===== config.mk =====
export PLATFORM = sky130hd
export DESIGN_NAME = power_mode_and_command_control
export DESIGN_NICKNAME = d
export VERILOG_FILES = /design/src/rtl/power_ctrl_pkg.sv /design/src/rtl/power_mode_and_command_control.sv
export SDC_FILE = /design/constraint.sdc
export NUM_CORES = 1
export LEC_CHECK = 0
export ABC_AREA = 0
export ABC_CLOCK_PERIOD_IN_PS = 4900
export BUFFER_PORTS_ARGS = -buffer_cell sky130_fd_sc_hd__buf_2
export CAP_MARGIN = 25
export CORE_MARGIN = 2
export CORE_UTILIZATION = 45
export CTS_BUF_LIST = sky130_fd_sc_hd__clkbuf_4 sky130_fd_sc_hd__clkbuf_8
export CTS_CLUSTER_SIZE = 16
export DETAILED_ROUTE_END_ITERATION = 10
export PLACE_DENSITY = 0.68
export SYNTH_ARGS = -nofsm -noshare
export SYNTH_HDL_FRONTEND = slang
export SYNTH_SLANG_ARGS = --single-unit

===== constraint.sdc =====
create_clock -name clk_sys -period 4.9 [get_ports clk_sys]
set_clock_uncertainty 0.05 [all_clocks]
set_input_delay 0 -clock clk_sys [delete_from_list [all_inputs] [get_ports clk_sys]]
set_output_delay 0 -clock clk_sys [all_outputs]
set_load 0.03 [all_outputs]

===== src/rtl/power_ctrl_pkg.sv =====
// constants shared by the power mode and command control block
package power_ctrl_pkg;

	// ----------------------------------------------------------------
	// clock and timing
	// ----------------------------------------------------------------
	localparam int CLK_MHZ = 250; // system clock rate
	localparam int HOLD_NS = 10000; // hard-off level that resets
	localparam int BOOT_NS = 15000; // start-up after standby
	localparam int READY_US = 2500; // start-up after hard reset
	// least times round up to whole cycles
	localparam int HOLD_CYC = (HOLD_NS * CLK_MHZ + 999) / 1000;
	localparam int BOOT_CYC = (BOOT_NS * CLK_MHZ + 999) / 1000;
	localparam int READY_CYC = READY_US * CLK_MHZ;

	// ----------------------------------------------------------------
	// command register layout and command codes
	// ----------------------------------------------------------------
	localparam int STANDBY_BIT = 7; // standby_request_bit position
	localparam int CODE_MSB = 4; // command code in bits 4..0
	typedef logic [4:0] code_type;
	localparam code_type CMD_IDLE = 5'h00;
	localparam code_type CMD_TAG_DETECT = 5'h01;
	localparam code_type CMD_QUERY_ACK = 5'h04;
	localparam code_type CMD_RECEIVE = 5'h05;
	localparam code_type CMD_TRANSMIT = 5'h06;
	localparam code_type CMD_TRANSCEIVE = 5'h07;
	localparam code_type CMD_EE_BYTE = 5'h08;
	localparam code_type CMD_EE_PAGE = 5'h09;
	localparam code_type CMD_EE_READ = 5'h0A;
	localparam code_type CMD_EE_TO_REG = 5'h0C;
	localparam code_type CMD_PROTOCOL = 5'h0D;
	localparam code_type CMD_RANDOM = 5'h1C;
	localparam code_type CMD_SOFT_RESET = 5'h1F;

	// ----------------------------------------------------------------
	// eeprom sector check for the register copy command
	// ----------------------------------------------------------------
	localparam int SECTOR_SHIFT = 7; // sector size 128 bytes
	localparam logic [8:0] COPY_SECTOR = 9'h002;

	// controller states, one-hot
	typedef enum logic [7:0] {
		ST_OFF = 8'h01,
		ST_BOOT = 8'h02,
		ST_IDLE = 8'h04,
		ST_FETCH = 8'h08,
		ST_RUN = 8'h10,
		ST_STANDBY = 8'h20,
		ST_WAKE_WAIT = 8'h40,
		ST_SAMPLE = 8'h80
	} state_type;

endpackage


===== src/rtl/power_mode_and_command_control.sv =====
// power modes, start-up sequencing and command dispatch of the front end
`timescale 1ns/1ps
module power_mode_and_command_control
	import power_ctrl_pkg::*;
#(
	parameter int READY_CYCLES = power_ctrl_pkg::READY_CYC
) (
	input wire logic clk_sys,
	input wire logic rst,
	input wire logic hard_off_pin,
	input wire logic cmd_wr,
	input wire logic [7:0] cmd_data,
	input wire logic wake_byte_seen,
	input wire logic front_end_off_bit,
	input wire logic [9:0] fifo_count,
	input wire logic [7:0] fifo_rdata,
	input wire logic exec_done,
	input wire logic slow_tick,
	input wire logic [15:0] wakeup_counter,
	input wire logic wake_timer_auto_wake,
	input wire logic wake_timer_auto_reload,
	input wire logic sample_valid,
	input wire logic [7:0] adc_i,
	input wire logic [7:0] adc_q,
	input wire logic [7:0] i_lower_limit,
	input wire logic [7:0] i_upper_limit,
	input wire logic [7:0] q_lower_limit,
	input wire logic [7:0] q_upper_limit,
	output logic pads_hiz,
	output logic inputs_clamped,
	output logic regs_reset,
	output logic fifo_clear,
	output logic fifo_pop,
	output logic ready,
	output logic standby_active,
	output logic front_end_on,
	output logic exec_start,
	output logic exec_abort,
	output logic cmd_error,
	output logic soft_reset,
	output logic [4:0] exec_code,
	output logic [31:0] exec_args,
	output logic tag_detect_irq,
	output logic [7:0] i_channel_sample,
	output logic [7:0] q_channel_sample,
	output logic [15:0] slow_period
);
	import power_ctrl_pkg::*;

	// ----------------------------------------------------------------
	// helpers
	// ----------------------------------------------------------------
	// argument bytes of a command; it starts once args_popped of them are taken
	function automatic logic [2:0] args_needed(input code_type c);
		unique case (c)
			CMD_EE_BYTE, CMD_EE_READ: args_needed = 3'd3;
			CMD_EE_PAGE, CMD_PROTOCOL: args_needed = 3'd2;
			CMD_EE_TO_REG: args_needed = 3'd4;
			default: args_needed = 3'd0;
		endcase
	endfunction

	// argument bytes taken out; page data stays for the eeprom engine
	function automatic logic [2:0] args_popped(input code_type c);
		args_popped = (c == CMD_EE_PAGE) ? 3'd1 : args_needed(c);
	endfunction

	// true when a sample lies outside its window
	function automatic logic outside(input logic [7:0] v,
		input logic [7:0] lo, input logic [7:0] hi);
		outside = (v < lo) || (v > hi);
	endfunction

	// ----------------------------------------------------------------
	// controller state
	// ----------------------------------------------------------------
	state_type state_reg, state_next; // controller state
	logic [19:0] boot_cnt_reg, boot_cnt_next; // start-up countdown
	logic [11:0] hold_cnt_reg, hold_cnt_next; // hard-off level length
	logic [15:0] wake_cnt_reg, wake_cnt_next; // slow ticks in standby
	logic [2:0] argc_reg, argc_next; // argument bytes taken
	code_type code_reg, code_next; // current command
	logic [31:0] args_reg, args_next; // arguments, each new byte shifted in at the high byte
	logic [7:0] isamp_reg, isamp_next;
	logic [7:0] qsamp_reg, qsamp_next;
	logic irq_reg, irq_next;
	logic start_reg, start_next;
	logic abort_reg, abort_next;
	logic err_reg, err_next;
	logic srst_reg, srst_next;
	logic wipe_reg, wipe_next; // internal reset pulse
	logic busy; // a command owns the datapath
	logic tag_seen; // sample outside the window
	logic [8:0] copy_sector; // sector of register copy address

	assign busy = (state_reg == ST_FETCH) || (state_reg == ST_RUN) ||
		(state_reg == ST_WAKE_WAIT) || (state_reg == ST_SAMPLE);
	assign tag_seen = outside(adc_i, i_lower_limit, i_upper_limit) ||
		outside(adc_q, q_lower_limit, q_upper_limit);
	assign copy_sector = {1'b0, args_reg[7:0]} << (8 - SECTOR_SHIFT) |
		9'(args_reg[15:8] >> SECTOR_SHIFT);

	// next state of the controller
	always_comb begin
		state_next = state_reg;
		boot_cnt_next = boot_cnt_reg;
		hold_cnt_next = hold_cnt_reg;
		wake_cnt_next = wake_cnt_reg;
		argc_next = argc_reg;
		code_next = code_reg;
		args_next = args_reg;
		isamp_next = isamp_reg;
		qsamp_next = qsamp_reg;
		irq_next = 1'b0;
		start_next = 1'b0;
		abort_next = 1'b0;
		err_next = 1'b0;
		srst_next = 1'b0;
		wipe_next = 1'b0;
		fifo_pop = 1'b0;
		if (hard_off_pin) begin
			// pin wins over everything; time the level
			state_next = ST_OFF;
			if (hold_cnt_reg != 12'(HOLD_CYC)) begin
				hold_cnt_next = hold_cnt_reg + 12'h001;
			end
			if (hold_cnt_reg == 12'(HOLD_CYC - 1)) begin
				// internal reset: registers back to defaults
				wipe_next = 1'b1;
				boot_cnt_next = 20'(BOOT_CYC);
				wake_cnt_next = 16'h0000;
				argc_next = 3'd0;
				code_next = CMD_IDLE;
				args_next = 32'h0000_0000;
				isamp_next = 8'h00;
				qsamp_next = 8'h00;
			end
		end else begin
			unique case (state_reg)
				ST_OFF: begin
					// a short glitch does not reset, so resume quickly
					state_next = ST_BOOT;
					boot_cnt_next = (hold_cnt_reg == 12'(HOLD_CYC)) ?
						20'(READY_CYCLES) : 20'(BOOT_CYC);
					hold_cnt_next = 12'h000;
					code_next = CMD_IDLE;
				end
				ST_BOOT: begin
					if (boot_cnt_reg <= 20'h00001) begin
						state_next = ST_IDLE;
					end else begin
						boot_cnt_next = boot_cnt_reg - 20'h00001;
					end
				end
				ST_STANDBY: begin
					// everything held; only a wake starts start-up
					if ((cmd_wr && !cmd_data[STANDBY_BIT]) ||
						wake_byte_seen) begin
						state_next = ST_BOOT;
						boot_cnt_next = 20'(BOOT_CYC);
					end
				end
				ST_FETCH: begin
					// fifo is not cleared: arguments come from it
					if (argc_reg == args_popped(code_reg)) begin
						state_next = ST_RUN;
						start_next = 1'b1;
						if (code_reg == CMD_EE_TO_REG &&
							copy_sector != COPY_SECTOR) begin
							state_next = ST_IDLE;
							start_next = 1'b0;
							err_next = 1'b1;
						end
					end else if (fifo_count != 10'h000) begin
						fifo_pop = 1'b1;
						args_next = {fifo_rdata, args_reg[31:8]};
						argc_next = argc_reg + 3'd1;
					end
				end
				ST_RUN: begin
					if (exec_done) begin
						state_next = ST_IDLE;
					end
				end
				ST_WAKE_WAIT: begin
					// standby phase measured in slow oscillator ticks
					if (wake_cnt_reg >= wakeup_counter) begin
						state_next = ST_SAMPLE;
					end else if (slow_tick) begin
						wake_cnt_next = wake_cnt_reg + 16'h0001;
					end
				end
				ST_SAMPLE: begin
					if (sample_valid) begin
						isamp_next = adc_i;
						qsamp_next = adc_q;
						irq_next = tag_seen;
						wake_cnt_next = 16'h0000;
						if (tag_seen || !wake_timer_auto_wake) begin
							state_next = ST_IDLE;
						end else if (wake_timer_auto_reload) begin
							state_next = ST_WAKE_WAIT;
						end else begin
							state_next = ST_STANDBY;
						end
					end
				end
				default: begin
				end
			endcase
			// command writes: standby bit, then abort and dispatch
			if (cmd_wr && state_reg != ST_OFF && state_reg != ST_BOOT &&
				state_reg != ST_STANDBY) begin
				abort_next = busy;
				// a new code cancels a start, error or pop of the old one
				start_next = 1'b0;
				err_next = 1'b0;
				fifo_pop = 1'b0;
				code_next = cmd_data[CODE_MSB:0];
				argc_next = 3'd0;
				args_next = 32'h0000_0000;
				wake_cnt_next = 16'h0000;
				state_next = ST_IDLE;
				if (cmd_data[STANDBY_BIT]) begin
					state_next = ST_STANDBY;
				end else if (cmd_data[CODE_MSB:0] == CMD_SOFT_RESET) begin
					srst_next = 1'b1;
				end else if (cmd_data[CODE_MSB:0] == CMD_TAG_DETECT) begin
					state_next = ST_WAKE_WAIT;
				end else if (cmd_data[CODE_MSB:0] != CMD_IDLE) begin
					state_next = ST_FETCH;
				end
			end
		end
	end

	// controller registers
	always_ff @(posedge clk_sys) begin
		if (rst) begin
			state_reg <= ST_BOOT;
			boot_cnt_reg <= 20'(BOOT_CYC);
			hold_cnt_reg <= 12'h000;
			wake_cnt_reg <= 16'h0000;
			argc_reg <= 3'd0;
			code_reg <= CMD_IDLE;
			args_reg <= 32'h0000_0000;
			isamp_reg <= 8'h00;
			qsamp_reg <= 8'h00;
			irq_reg <= 1'b0;
			start_reg <= 1'b0;
			abort_reg <= 1'b0;
			err_reg <= 1'b0;
			srst_reg <= 1'b0;
			wipe_reg <= 1'b0;
		end else begin
			state_reg <= state_next;
			boot_cnt_reg <= boot_cnt_next;
			hold_cnt_reg <= hold_cnt_next;
			wake_cnt_reg <= wake_cnt_next;
			argc_reg <= argc_next;
			code_reg <= code_next;
			args_reg <= args_next;
			isamp_reg <= isamp_next;
			qsamp_reg <= qsamp_next;
			irq_reg <= irq_next;
			start_reg <= start_next;
			abort_reg <= abort_next;
			err_reg <= err_next;
			srst_reg <= srst_next;
			wipe_reg <= wipe_next;
		end
	end

	// ----------------------------------------------------------------
	// slow oscillator period measurement
	// ----------------------------------------------------------------
	logic [15:0] tcnt_reg, tcnt_next; // clocks since last tick
	logic [15:0] period_reg, period_next; // last full period

	// count system clocks between slow ticks; saturates if stopped
	always_comb begin
		tcnt_next = (tcnt_reg == 16'hFFFF) ? tcnt_reg : tcnt_reg + 16'h0001;
		period_next = period_reg;
		if (slow_tick) begin
			period_next = tcnt_reg;
			tcnt_next = 16'h0001;
		end
	end

	// measurement registers
	always_ff @(posedge clk_sys) begin
		if (rst) begin
			tcnt_reg <= 16'h0000;
			period_reg <= 16'h0000;
		end else begin
			tcnt_reg <= tcnt_next;
			period_reg <= period_next;
		end
	end

	// ----------------------------------------------------------------
	// outputs
	// ----------------------------------------------------------------
	assign pads_hiz = hard_off_pin;
	assign inputs_clamped = hard_off_pin;
	assign regs_reset = wipe_reg;
	assign fifo_clear = wipe_reg;
	assign ready = (state_reg == ST_IDLE) || (state_reg == ST_FETCH) ||
		(state_reg == ST_RUN);
	assign standby_active = (state_reg == ST_STANDBY) ||
		(state_reg == ST_WAKE_WAIT);
	// the front end needs full power and a cleared off bit
	assign front_end_on = ready && !front_end_off_bit;
	assign exec_start = start_reg;
	assign exec_abort = abort_reg;
	assign cmd_error = err_reg;
	assign soft_reset = srst_reg;
	assign exec_code = code_reg;
	assign exec_args = args_reg;
	assign tag_detect_irq = irq_reg;
	assign i_channel_sample = isamp_reg;
	assign q_channel_sample = qsamp_reg;
	assign slow_period = period_reg;
endmodule


==> results of run 1 <==
==> cells by family after synthesis <==
| group | Yosys count | synth area share, % |
|---|---|---|
| AND/OR/NAND/NOR | 346 | 22.5 |
| AO/OA/AOI/OAI | 281 | 21.9 |
| flip-flops | 150 | 37.0 |
| buffers and inverters | 115 | 5.87 |
| adder cells (fa/ha/maj) | 53 | 8.17 |
| XOR/XNOR | 22 | 2.37 |
| multiplexers | 18 | 2.22 |
==> stage by stage <==
| stage | setup slack, ns | total power, mW |
|---|---|---|
| 4_1_cts | 1.56 | 3.05 |
| 2_1_floorplan | 2.34 | 1.82 |
| 6_report | 1.51 | 3.03 |
| 3_3_place_gp | 1.57 | 1.99 |
| 3_5_place_dp | 1.80 | 2.00 |
| 5_1_grt | 1.31 | 3.19 |
==> power by group <==
group          internal (mW)  switching (mW)
clock network          0.478           0.549
logic                  0.253           0.427
registers               1.26          0.0683
total                   1.99            1.04
==> placed cells by master (no fill, tap or decap), types with 9 or more instances in the layout <==
| cell | n |
|---|---|
| nand4_1 | 17 |
| inv_1 | 66 |
| or3_1 | 17 |
| a22o_1 | 16 |
| o21ai_0 | 68 |
| buf_2 | 180 |
| nand2_1 | 78 |
| nand3_1 | 31 |
| or4_1 | 15 |
| a211oi_1 | 10 |
| dfxtp_1 | 150 |
| nand2b_1 | 12 |
| nor2_1 | 87 |
| o31ai_1 | 17 |
| a31oi_1 | 9 |
| xor2_1 | 16 |
| nor4_1 | 12 |
| clkbuf_8 | 17 |
| dlygate4sd3_1 | 36 |
| o21ai_1 | 11 |
| mux2i_1 | 18 |
| ha_1 | 53 |
| nor3_1 | 21 |
| a21oi_1 | 93 |
| nor2b_1 | 11 |
==> area by class of cell <==
type	count	area (µm²)	area share, %
Inverter	66	248	2.50
Clock buffer	17	234	2.36
Antenna cell	2	5.00	0.0504
Tap cell	229	287	2.89
Multi-Input combinational cell	720	4650	46.9
Clock inverter	15	183	1.84
Timing Repair Buffer	222	1310	13.2
Sequential cell	150	3000	30.3
==> critical path, stage by stage (launching register included) <==
cell and delay [ns]:
dfxtp_1 0.42, or4_4 0.64, nor2_4 0.14, nand3_1 0.35
o21ai_0 0.60, a31o_2 0.25, nor2_1 0.09, a311oi_1 0.23
dlygate4sd3_1 0.57
==> final timing paths <==
kind	startpoint	to	slack, ns
max	state_reg[3]$_SDFFE_PP0P_	state_reg[6]$_SDFFE_PP0P_	1.51
min	slow_tick	tcnt_reg[0]$_SDFFE_PP0P_	0.05
max reg2reg	state_reg[3]$_SDFFE_PP0P_	state_reg[6]$_SDFFE_PP0P_	1.51
min reg2reg	exec_args[21]$_SDFFE_PP0P_	exec_args[13]$_SDFFE_PP0P_	0.42
==> layer usage <==
layer | vias to the layer above | routed length [µm] | global-route usage [%]
met5 | - | 0 | 0
met4 | 0 | 347 | 7.95
met3 | 25 | 1310 | 5.47
met2 | 237 | 10100 | 35.9
met1 | 3573 | 9850 | 29.1
li1 | 3952 | - | -
==> key figures, run 1 <==
Final layout
  • Final Util: 55.6%
  • Post-route cell area: 0.00992 mm²
  • Max reg flops: 32
  • Fillers: 1646
  • Final cell count without fillers: 1421
  • Final #Nets: 1331
  • Share of cells above drive strength 1: 20.2%
  • Area growth syn-to-layout: 22.2%

STA
  • Rel. slew slack: 30.5%
  • RSZ-0062 raised after global routing: no
  • Setup TNS: 0 ns
  • Post-layout minimum cycle time: 3.39 ns
  • Fin Hold WS: 0.0465 ns
  • Fin. max-slew vios: 0
  • Final Hold Violating Endpoints: 0
  • Final setup violation count: 0
  • Worst-margin pin slew: 1.03 ns
  • Fmax: 0.295 GHz
  • Tcrit/Tclk final: 69.2%

Min path
  • Worst hold path class: input pin to flip-flop
  • WHS Path Cells: 3

Clock tree
  • Clock root buffer: clkbuf_8
  • Worst skew pair latency: 0.47 ns
  • Setup Fix Bufs, Post-CTS: 0
  • CTS max path bufs: 2
  • H-tree Lvls: 4
  • Clock transition at path regs: 0.09 ns
  • Num CTS Buffers: 17
  • CTS tree: done
  • Post-CTS Hold Buffers: 36
  • Sink Count: 150
  • PostCTS Resize Cnt: 0

Place
  • Gpl congestion: 0.895
  • Placed insts: 1351
  • Port Buf Inserts: 180
  • Post-placement cell area: 0.00914 mm²
  • Detailed Place HPWL: 15500 µm

Synthesis
  • Syn_area_per_cell: 8.24 µm²
  • Top cell type's share of synthesized area: 37.0%
  • Yosys warnings: 0
  • Netlist area before placement: 0.00812 mm²
  • Top cells by area, synth: dfxtp_1 37%, ha_1 8.2%, a21oi_1 5.8%
  • EDFF count, synth: 0
  • Yosys cell types: 75
  • Commonest cells post-synth: 150 x dfxtp_1, 94 x a21oi_1, 87 x nor2_1
  • Mapped Nets: 1139
  • Yosys top cell by area: dfxtp_1
  • #FFs+latches synth: 150
  • Seq/Total Area, Yosys: 37.0%
  • Predominant post-synthesis flop cell: dfxtp_1
  • Synthesized instance count: 985
  • Most frequent cell after synthesis: dfxtp_1
  • Post-synthesis async set-or-reset flop share: 0%

Critical path
  • Arr. time, crit path: 3.75 ns
  • CP Data Required Time: 5.26 ns
  • R2R depth: 8
  • Worst setup EP type: flip-flop
  • Crit path max fanout: 10
  • CP Class: flip-flop to flip-flop
  • Setup crit start kind: flip-flop

Floorplanning
  • I/O pin cnt: 183
  • Die height: 138 µm
  • Core ar.: 0.0178 mm²
  • Die area: 0.0191 mm²
  • Std cell rows: 49
  • Starting Density: 45.5%
  • Chip Width: 138 µm

Route
  • Routed Antenna Nets: 0
  • Via density: 5.48
  • Vias: 7787
  • First drt pass iteration count: 4
  • Wire length per cell: 15.2 µm
  • Routed wire length: 21600 µm
  • Residual DRC count: 0
  • 1st-iter DRT viols: 473

Global routing
  • Antenna violations before repair: 2
  • Total track usage: 22.3%
  • Total grt overflow: 0
  • Vias in the first global route: 7417
  • First-pass GRT wire length: 35800 µm
  • Largest net degree at the start of global routing: 52

Pwr
  • Lkg Pwr: 4.20 nW
  • Max VDD drop: 0.000187 V
  • Pwr per Cell Area: 306 mW/mm²

Status
  • Outcome: finished, final reports clean

Job
  • Max-cap viol count: 0
No activity file was read; power rests on OpenSTA's default activity.
==> inputs of run 2 (changes only) <==
--- a/config.mk
+++ b/config.mk
@@ -6,7 +6,7 @@
 export NUM_CORES = 1
 export LEC_CHECK = 0
 export ABC_AREA = 0
-export ABC_CLOCK_PERIOD_IN_PS = 4900
+export ABC_CLOCK_PERIOD_IN_PS = 3300
 export BUFFER_PORTS_ARGS = -buffer_cell sky130_fd_sc_hd__buf_2
 export CAP_MARGIN = 25
 export CORE_MARGIN = 2
==> constraint.sdc (replaced) <==
create_clock -name clk_sys -period 3.3 [get_ports clk_sys]
set_clock_uncertainty 0.05 [all_clocks]
set_input_delay 0 -clock clk_sys [delete_from_list [all_inputs] [get_ports clk_sys]]
set_output_delay 0 -clock clk_sys [all_outputs]
set_load 0.03 [all_outputs]
==> key figures, run 2 (same netlist as run 1, synthesis figures left out) <==
STA
  • Post-layout minimum cycle time: 3.05 ns
  • Fmax: 0.328 GHz
  • Final setup violation count: 0
  • Rel. slew slack: 27.8%
  • Tcrit/Tclk final: 92.4%
  • Fin. max-slew vios: 0
  • Final Hold Violating Endpoints: 0
  • Setup TNS: 0 ns
  • Worst-margin pin slew: 1.08 ns
  • RSZ-0062 raised after global routing: no

Route
  • Residual DRC count: 0
  • Via density: 5.47
  • Vias: 7801
  • First drt pass iteration count: 5
  • Routed wire length: 21600 µm
  • Wire length per cell: 15.1 µm
  • Routed Antenna Nets: 0
  • 1st-iter DRT viols: 565

Clock tree
  • PostCTS Resize Cnt: 0
  • Clock root buffer: clkbuf_8
  • Clock transition at path regs: 0.09 ns
  • CTS tree: done
  • Sink Count: 150
  • Setup Fix Bufs, Post-CTS: 0
  • Worst skew pair latency: 0.46 ns
  • Num CTS Buffers: 17
  • H-tree Lvls: 4
  • CTS max path bufs: 2

Global routing
  • Top Usage Layer GRT: met2
  • Total track usage: 22.3%
  • Total grt overflow: 0
  • Largest net degree at the start of global routing: 51
  • Antenna violations before repair: 1
  • Grt met2 use: 36.9%
  • Vias in the first global route: 7404
  • Met3 usage: 5.65%
  • First-pass GRT wire length: 35700 µm
  • Met1 GRT Util: 28.4%

Critical path
  • Setup crit start kind: flip-flop
  • Worst setup startpoint: state_reg[3]$_SDFFE_PP0P_
  • Worst reg2reg path startpoint: state_reg[4]$_SDFFE_PP0P_
  • CP Class: flip-flop to output port
  • CP Data Required Time: 3.25 ns
  • Crit path max fanout: 35
  • Worst setup EP type: output port
  • Arr. time, crit path: 3.00 ns

Job
  • Max-cap viol count: 0

Final layout
  • Final cell count without fillers: 1425
  • Final #Nets: 1336
  • Most common cell after layout, fill and taps aside: buf_2
  • Max reg flops: 32
  • Share of cells above drive strength 1: 20.6%
  • Fillers: 1688
  • Area growth syn-to-layout: 21.8%
  • Most frequent cells in the layout: 180 x buf_2, 150 x dfxtp_1, 93 x a21oi_1

Pwr
  • Pwr per Cell Area: 436 mW/mm²
  • Power, Total: 4.31 mW
  • Lkg Pwr: 4.20 nW
  • Max VDD drop: 0.000266 V

Min path
  • Worst hold path class: input pin to flip-flop
  • Min-delay src: rst

Floorplanning
  • I/O pin cnt: 183
  • Starting Density: 45.5%
  • Core ar.: 0.0178 mm²
  • Die height: 138 µm
  • Die area: 0.0191 mm²
  • Chip Width: 138 µm
  • Std cell rows: 49

Status
  • Outcome: finished, final reports clean

Place
  • Placed insts: 1357
  • Detailed Place HPWL: 15600 µm
  • Port Buf Inserts: 180
  • Gpl congestion: 0.910
## run 2: cell count changes in the layout (fill, tap and decap cells not counted)
cell and delta:
clkinv_2 +2, diode_2 -1, inv_6 +3, buf_4 +7, buf_8 -1, inv_8 -4
clkbuf_4 +1, dlygate4sd3_1 -1, bufinv_16 -2
## run 2: worst paths after layout
path                                   to  slack, ns  cells past startpoint
min reg2reg     exec_args[9]$_SDFFE_PP0P_       0.41                      2
max                              fifo_pop       0.25                      6
max reg2reg  boot_cnt_reg[7]$_SDFFE_PP1P_       0.39                      7
min          hold_cnt_reg[1]$_SDFFE_PP0P_       0.03                      2
## run 2: cell type report
type / instances / area (µm²) / area share [%]
Inverter: 66 / 248 / 2.51
Clock buffer: 18 / 241 / 2.44
Tap cell: 229 / 287 / 2.90
Antenna cell: 1 / 2.50 / 0.0253
Timing Repair Buffer: 227 / 1340 / 13.6
Sequential cell: 150 / 3000 / 30.4
Clock inverter: 14 / 114 / 1.15
Multi-Input combinational cell: 720 / 4650 / 47.0
## run 2: per-layer routing
metal	routed length, µm	up-vias
li1	-	3953
met1	9670	3620
met2	10300	204
met3	1280	24
met4	296	0
met5	0	-
## run 2: stage by stage
step,hold WS [ns],area (µm²),worst slack (ns),util [%]
final,0.0329,9880,0.251,55.4
after global routing,0.0517,9880,0.0547,55.4
after CTS,0.0188,9880,0.242,55.4
after detailed placement,0.194,9180,0.417,51.4
after global placement,0.188,9180,0.453,51.4
after floorplan,0.0285,8120,0.740,-
## run 2: report_power, final
group / switching, mW / internal, mW / leakage, nW
sequential: 0.0962 / 1.87 / 1.21
clock: 0.768 / 0.550 / 0.183
combinational: 0.640 / 0.390 / 2.80
## run 2: what timing repair did
item / 4_1_cts / 5_1_grt
hold endpoints to repair: 35 / 0
hold buffers: 35 / 0
setup endpoints to repair: 0 / 0
## run 2: critical path, stage by stage, from the launching register on
cell	delay, ns
dfxtp_1	0.40
or4_4	0.63
o31ai_4	0.47
nand2_2	0.21
nor3b_4	0.21
buf_4	0.36
buf_2	0.27
==> inputs of run 3 (changes only) <==
--- a/config.mk
+++ b/config.mk
@@ -6,15 +6,15 @@
 export NUM_CORES = 1
 export LEC_CHECK = 0
 export ABC_AREA = 0
-export ABC_CLOCK_PERIOD_IN_PS = 3300
+export ABC_CLOCK_PERIOD_IN_PS = 3880
 export BUFFER_PORTS_ARGS = -buffer_cell sky130_fd_sc_hd__buf_2
 export CAP_MARGIN = 25
 export CORE_MARGIN = 2
-export CORE_UTILIZATION = 45
+export CORE_UTILIZATION = 60
 export CTS_BUF_LIST = sky130_fd_sc_hd__clkbuf_4 sky130_fd_sc_hd__clkbuf_8
 export CTS_CLUSTER_SIZE = 16
 export DETAILED_ROUTE_END_ITERATION = 10
-export PLACE_DENSITY = 0.68
+export PLACE_DENSITY = 0.87
 export SYNTH_ARGS = -nofsm -noshare
 export SYNTH_HDL_FRONTEND = slang
 export SYNTH_SLANG_ARGS = --single-unit
==> constraint.sdc (replaced) <==
create_clock -name clk_sys -period 3.88 [get_ports clk_sys]
set_clock_uncertainty 0.05 [all_clocks]
set_input_delay 0 -clock clk_sys [delete_from_list [all_inputs] [get_ports clk_sys]]
set_output_delay 0 -clock clk_sys [all_outputs]
set_load 0.03 [all_outputs]
==> key figures, run 3 (same netlist as run 1, synthesis figures left out) <==
Global routing
  • Vias in the first global route: 7809
  • Largest net degree at the start of global routing: 51
  • Antenna violations before repair: 0
  • Total grt overflow: 0
  • Total track usage: 31.5%
  • First-pass GRT wire length: 37200 µm

STA
  • Fmax: 0.292 GHz
  • Fin. max-slew vios: 0
  • Rel. slew slack: 31.3%
  • Final Hold Violating Endpoints: 0
  • Tcrit/Tclk final: 88.1%
  • Worst-margin pin slew: 1.02 ns
  • Post-layout minimum cycle time: 3.42 ns
  • Final setup violation count: 0
  • Setup TNS: 0 ns
  • RSZ-0062 raised after global routing: no

Floorplanning
  • Starting Density: 61.3%
  • Chip Width: 120 µm
  • Core ar.: 0.0132 mm²
  • Std cell rows: 42
  • I/O pin cnt: 183
  • Die height: 120 µm
  • Die area: 0.0145 mm²

Route
  • Vias: 8094
  • First drt pass iteration count: 6
  • Routed met3 length: 2060 µm
  • Routed wire length: 22800 µm
  • Via density: 5.92
  • Highest routed layer: met4
  • M1 wire length: 9360 µm
  • DR WL met2: 10800 µm
  • Routed Antenna Nets: 0
  • 1st-iter DRT viols: 838
  • Wire length per cell: 16.7 µm
  • Residual DRC count: 0

Min path
  • Worst hold path class: input pin to flip-flop

Place
  • Gpl congestion: 0.921
  • Placed insts: 1298
  • Port Buf Inserts: 180
  • Detailed Place HPWL: 15200 µm

Critical path
  • Arr. time, crit path: 3.78 ns
  • WP buf/inv: 1
  • Crit path max fanout: 10
  • CP Data Required Time: 4.24 ns
  • Setup crit start kind: flip-flop
  • Top Family by Delay on Critical Path: simple AND/OR/NAND/NOR gates
  • Worst setup EP type: flip-flop
  • Critical path cell sequence: or4_4 > nor2_4 > nand3_1 > o21ai_0 > a31o_2 > nor2_1 > a311oi_1 > dlygate4sd3_1
  • CP max stage delay: 0.63 ns
  • CP Class: flip-flop to flip-flop
  • Slowest cell on the critical path: or4_4

Clock tree
  • H-tree Lvls: 4
  • PostCTS Resize Cnt: 0
  • CTS tree: done
  • Num CTS Buffers: 17
  • Sink Count: 150
  • Setup Fix Bufs, Post-CTS: 0
  • Worst skew pair latency: 0.47 ns
  • Clock root buffer: clkbuf_8
  • Post-CTS Hold Buffers: 37
  • Clock transition at path regs: 0.09 ns
  • CTS max path bufs: 2

Pwr
  • Max VDD drop: 0.000303 V
  • Lkg Pwr: 4.20 nW
  • Internal Power: 2.47 mW
  • Logic pwr share: 23.2%
  • Flop pwr share: 44.5%
  • Clock power frac: 32.3%
  • Pwr per Cell Area: 383 mW/mm²
  • Psw: 1.30 mW
  • Sw Ratio: 34.5%

Job
  • Max-cap viol count: 0

Final layout
  • Final #Nets: 1332
  • Most frequent cells in the layout: 180 x buf_2, 150 x dfxtp_1, 93 x a21oi_1
  • Antenna cells: 0
  • Most common cell after layout, fill and taps aside: buf_2
  • Final Util: 74.2%
  • Share of cells above drive strength 1: 20.2%
  • Max reg flops: 32
  • Area growth syn-to-layout: 21.1%
  • Final cell count without fillers: 1367

Status
  • Outcome: finished, final reports clean
run 3: worst paths after layout:
kind                                                  end  cells after the start                 startpoint  slack, ns
worst max-delay path            state_reg[6]$_SDFFE_PP0P_                      8  state_reg[3]$_SDFFE_PP0P_       0.46
worst min-delay path            state_reg[5]$_SDFFE_PP0P_                      4       wake_timer_auto_wake       0.05
worst max register to register  state_reg[6]$_SDFFE_PP0P_                      8  state_reg[3]$_SDFFE_PP0P_       0.46
worst min register to register  exec_args[0]$_SDFFE_PP0P_                      2  exec_args[8]$_SDFFE_PP0P_       0.42
run 3: tightest hold or removal path: stages:
cell and delay (ns):
buf_2 0.09, or4bb_1 0.22, o41a_1 0.14, a211oi_1 0.06
run 3: stage by stage:
stage	power, mW	setup slack, ns	instance area, µm²	hold slack, ns
floorplan	2.30	1.32	8120	0.0285
global placement	2.50	0.928	9060	0.189
detailed placement	2.52	0.870	9060	0.196
CTS	3.75	0.618	9830	0.0247
global route	3.93	0.321	9830	0.0449
finish	3.77	0.460	9830	0.0500
run 3: layout make-up:
class / count / area [µm²]
multi-input combinational: 720 / 4650
fill: 1002 / 3410
sequential: 150 / 3000
timing repair buffer: 223 / 1320
clock buffer: 19 / 262
inverter: 66 / 248
tap: 176 / 220
clock inverter: 13 / 135
run 3: layer usage:
| metal | track usage (%) | vias up |
|---|---|---|
| met2 | 52.2 | 366 |
| met5 | 0 | - |
| met4 | 11.9 | 0 |
| met1 | 39.2 | 3718 |
| li1 | - | 3952 |
| met3 | 8.49 | 58 |
run 3: power groups by stage:
stage               sequential (mW)  combinational (mW)  clock (mW)
finish                         1.68               0.875        1.22
floorplan                      1.68               0.615           0
global route                   1.69               0.957        1.28
detailed placement             1.71               0.811           0
global placement               1.71               0.795           0
CTS                            1.67               0.850        1.23
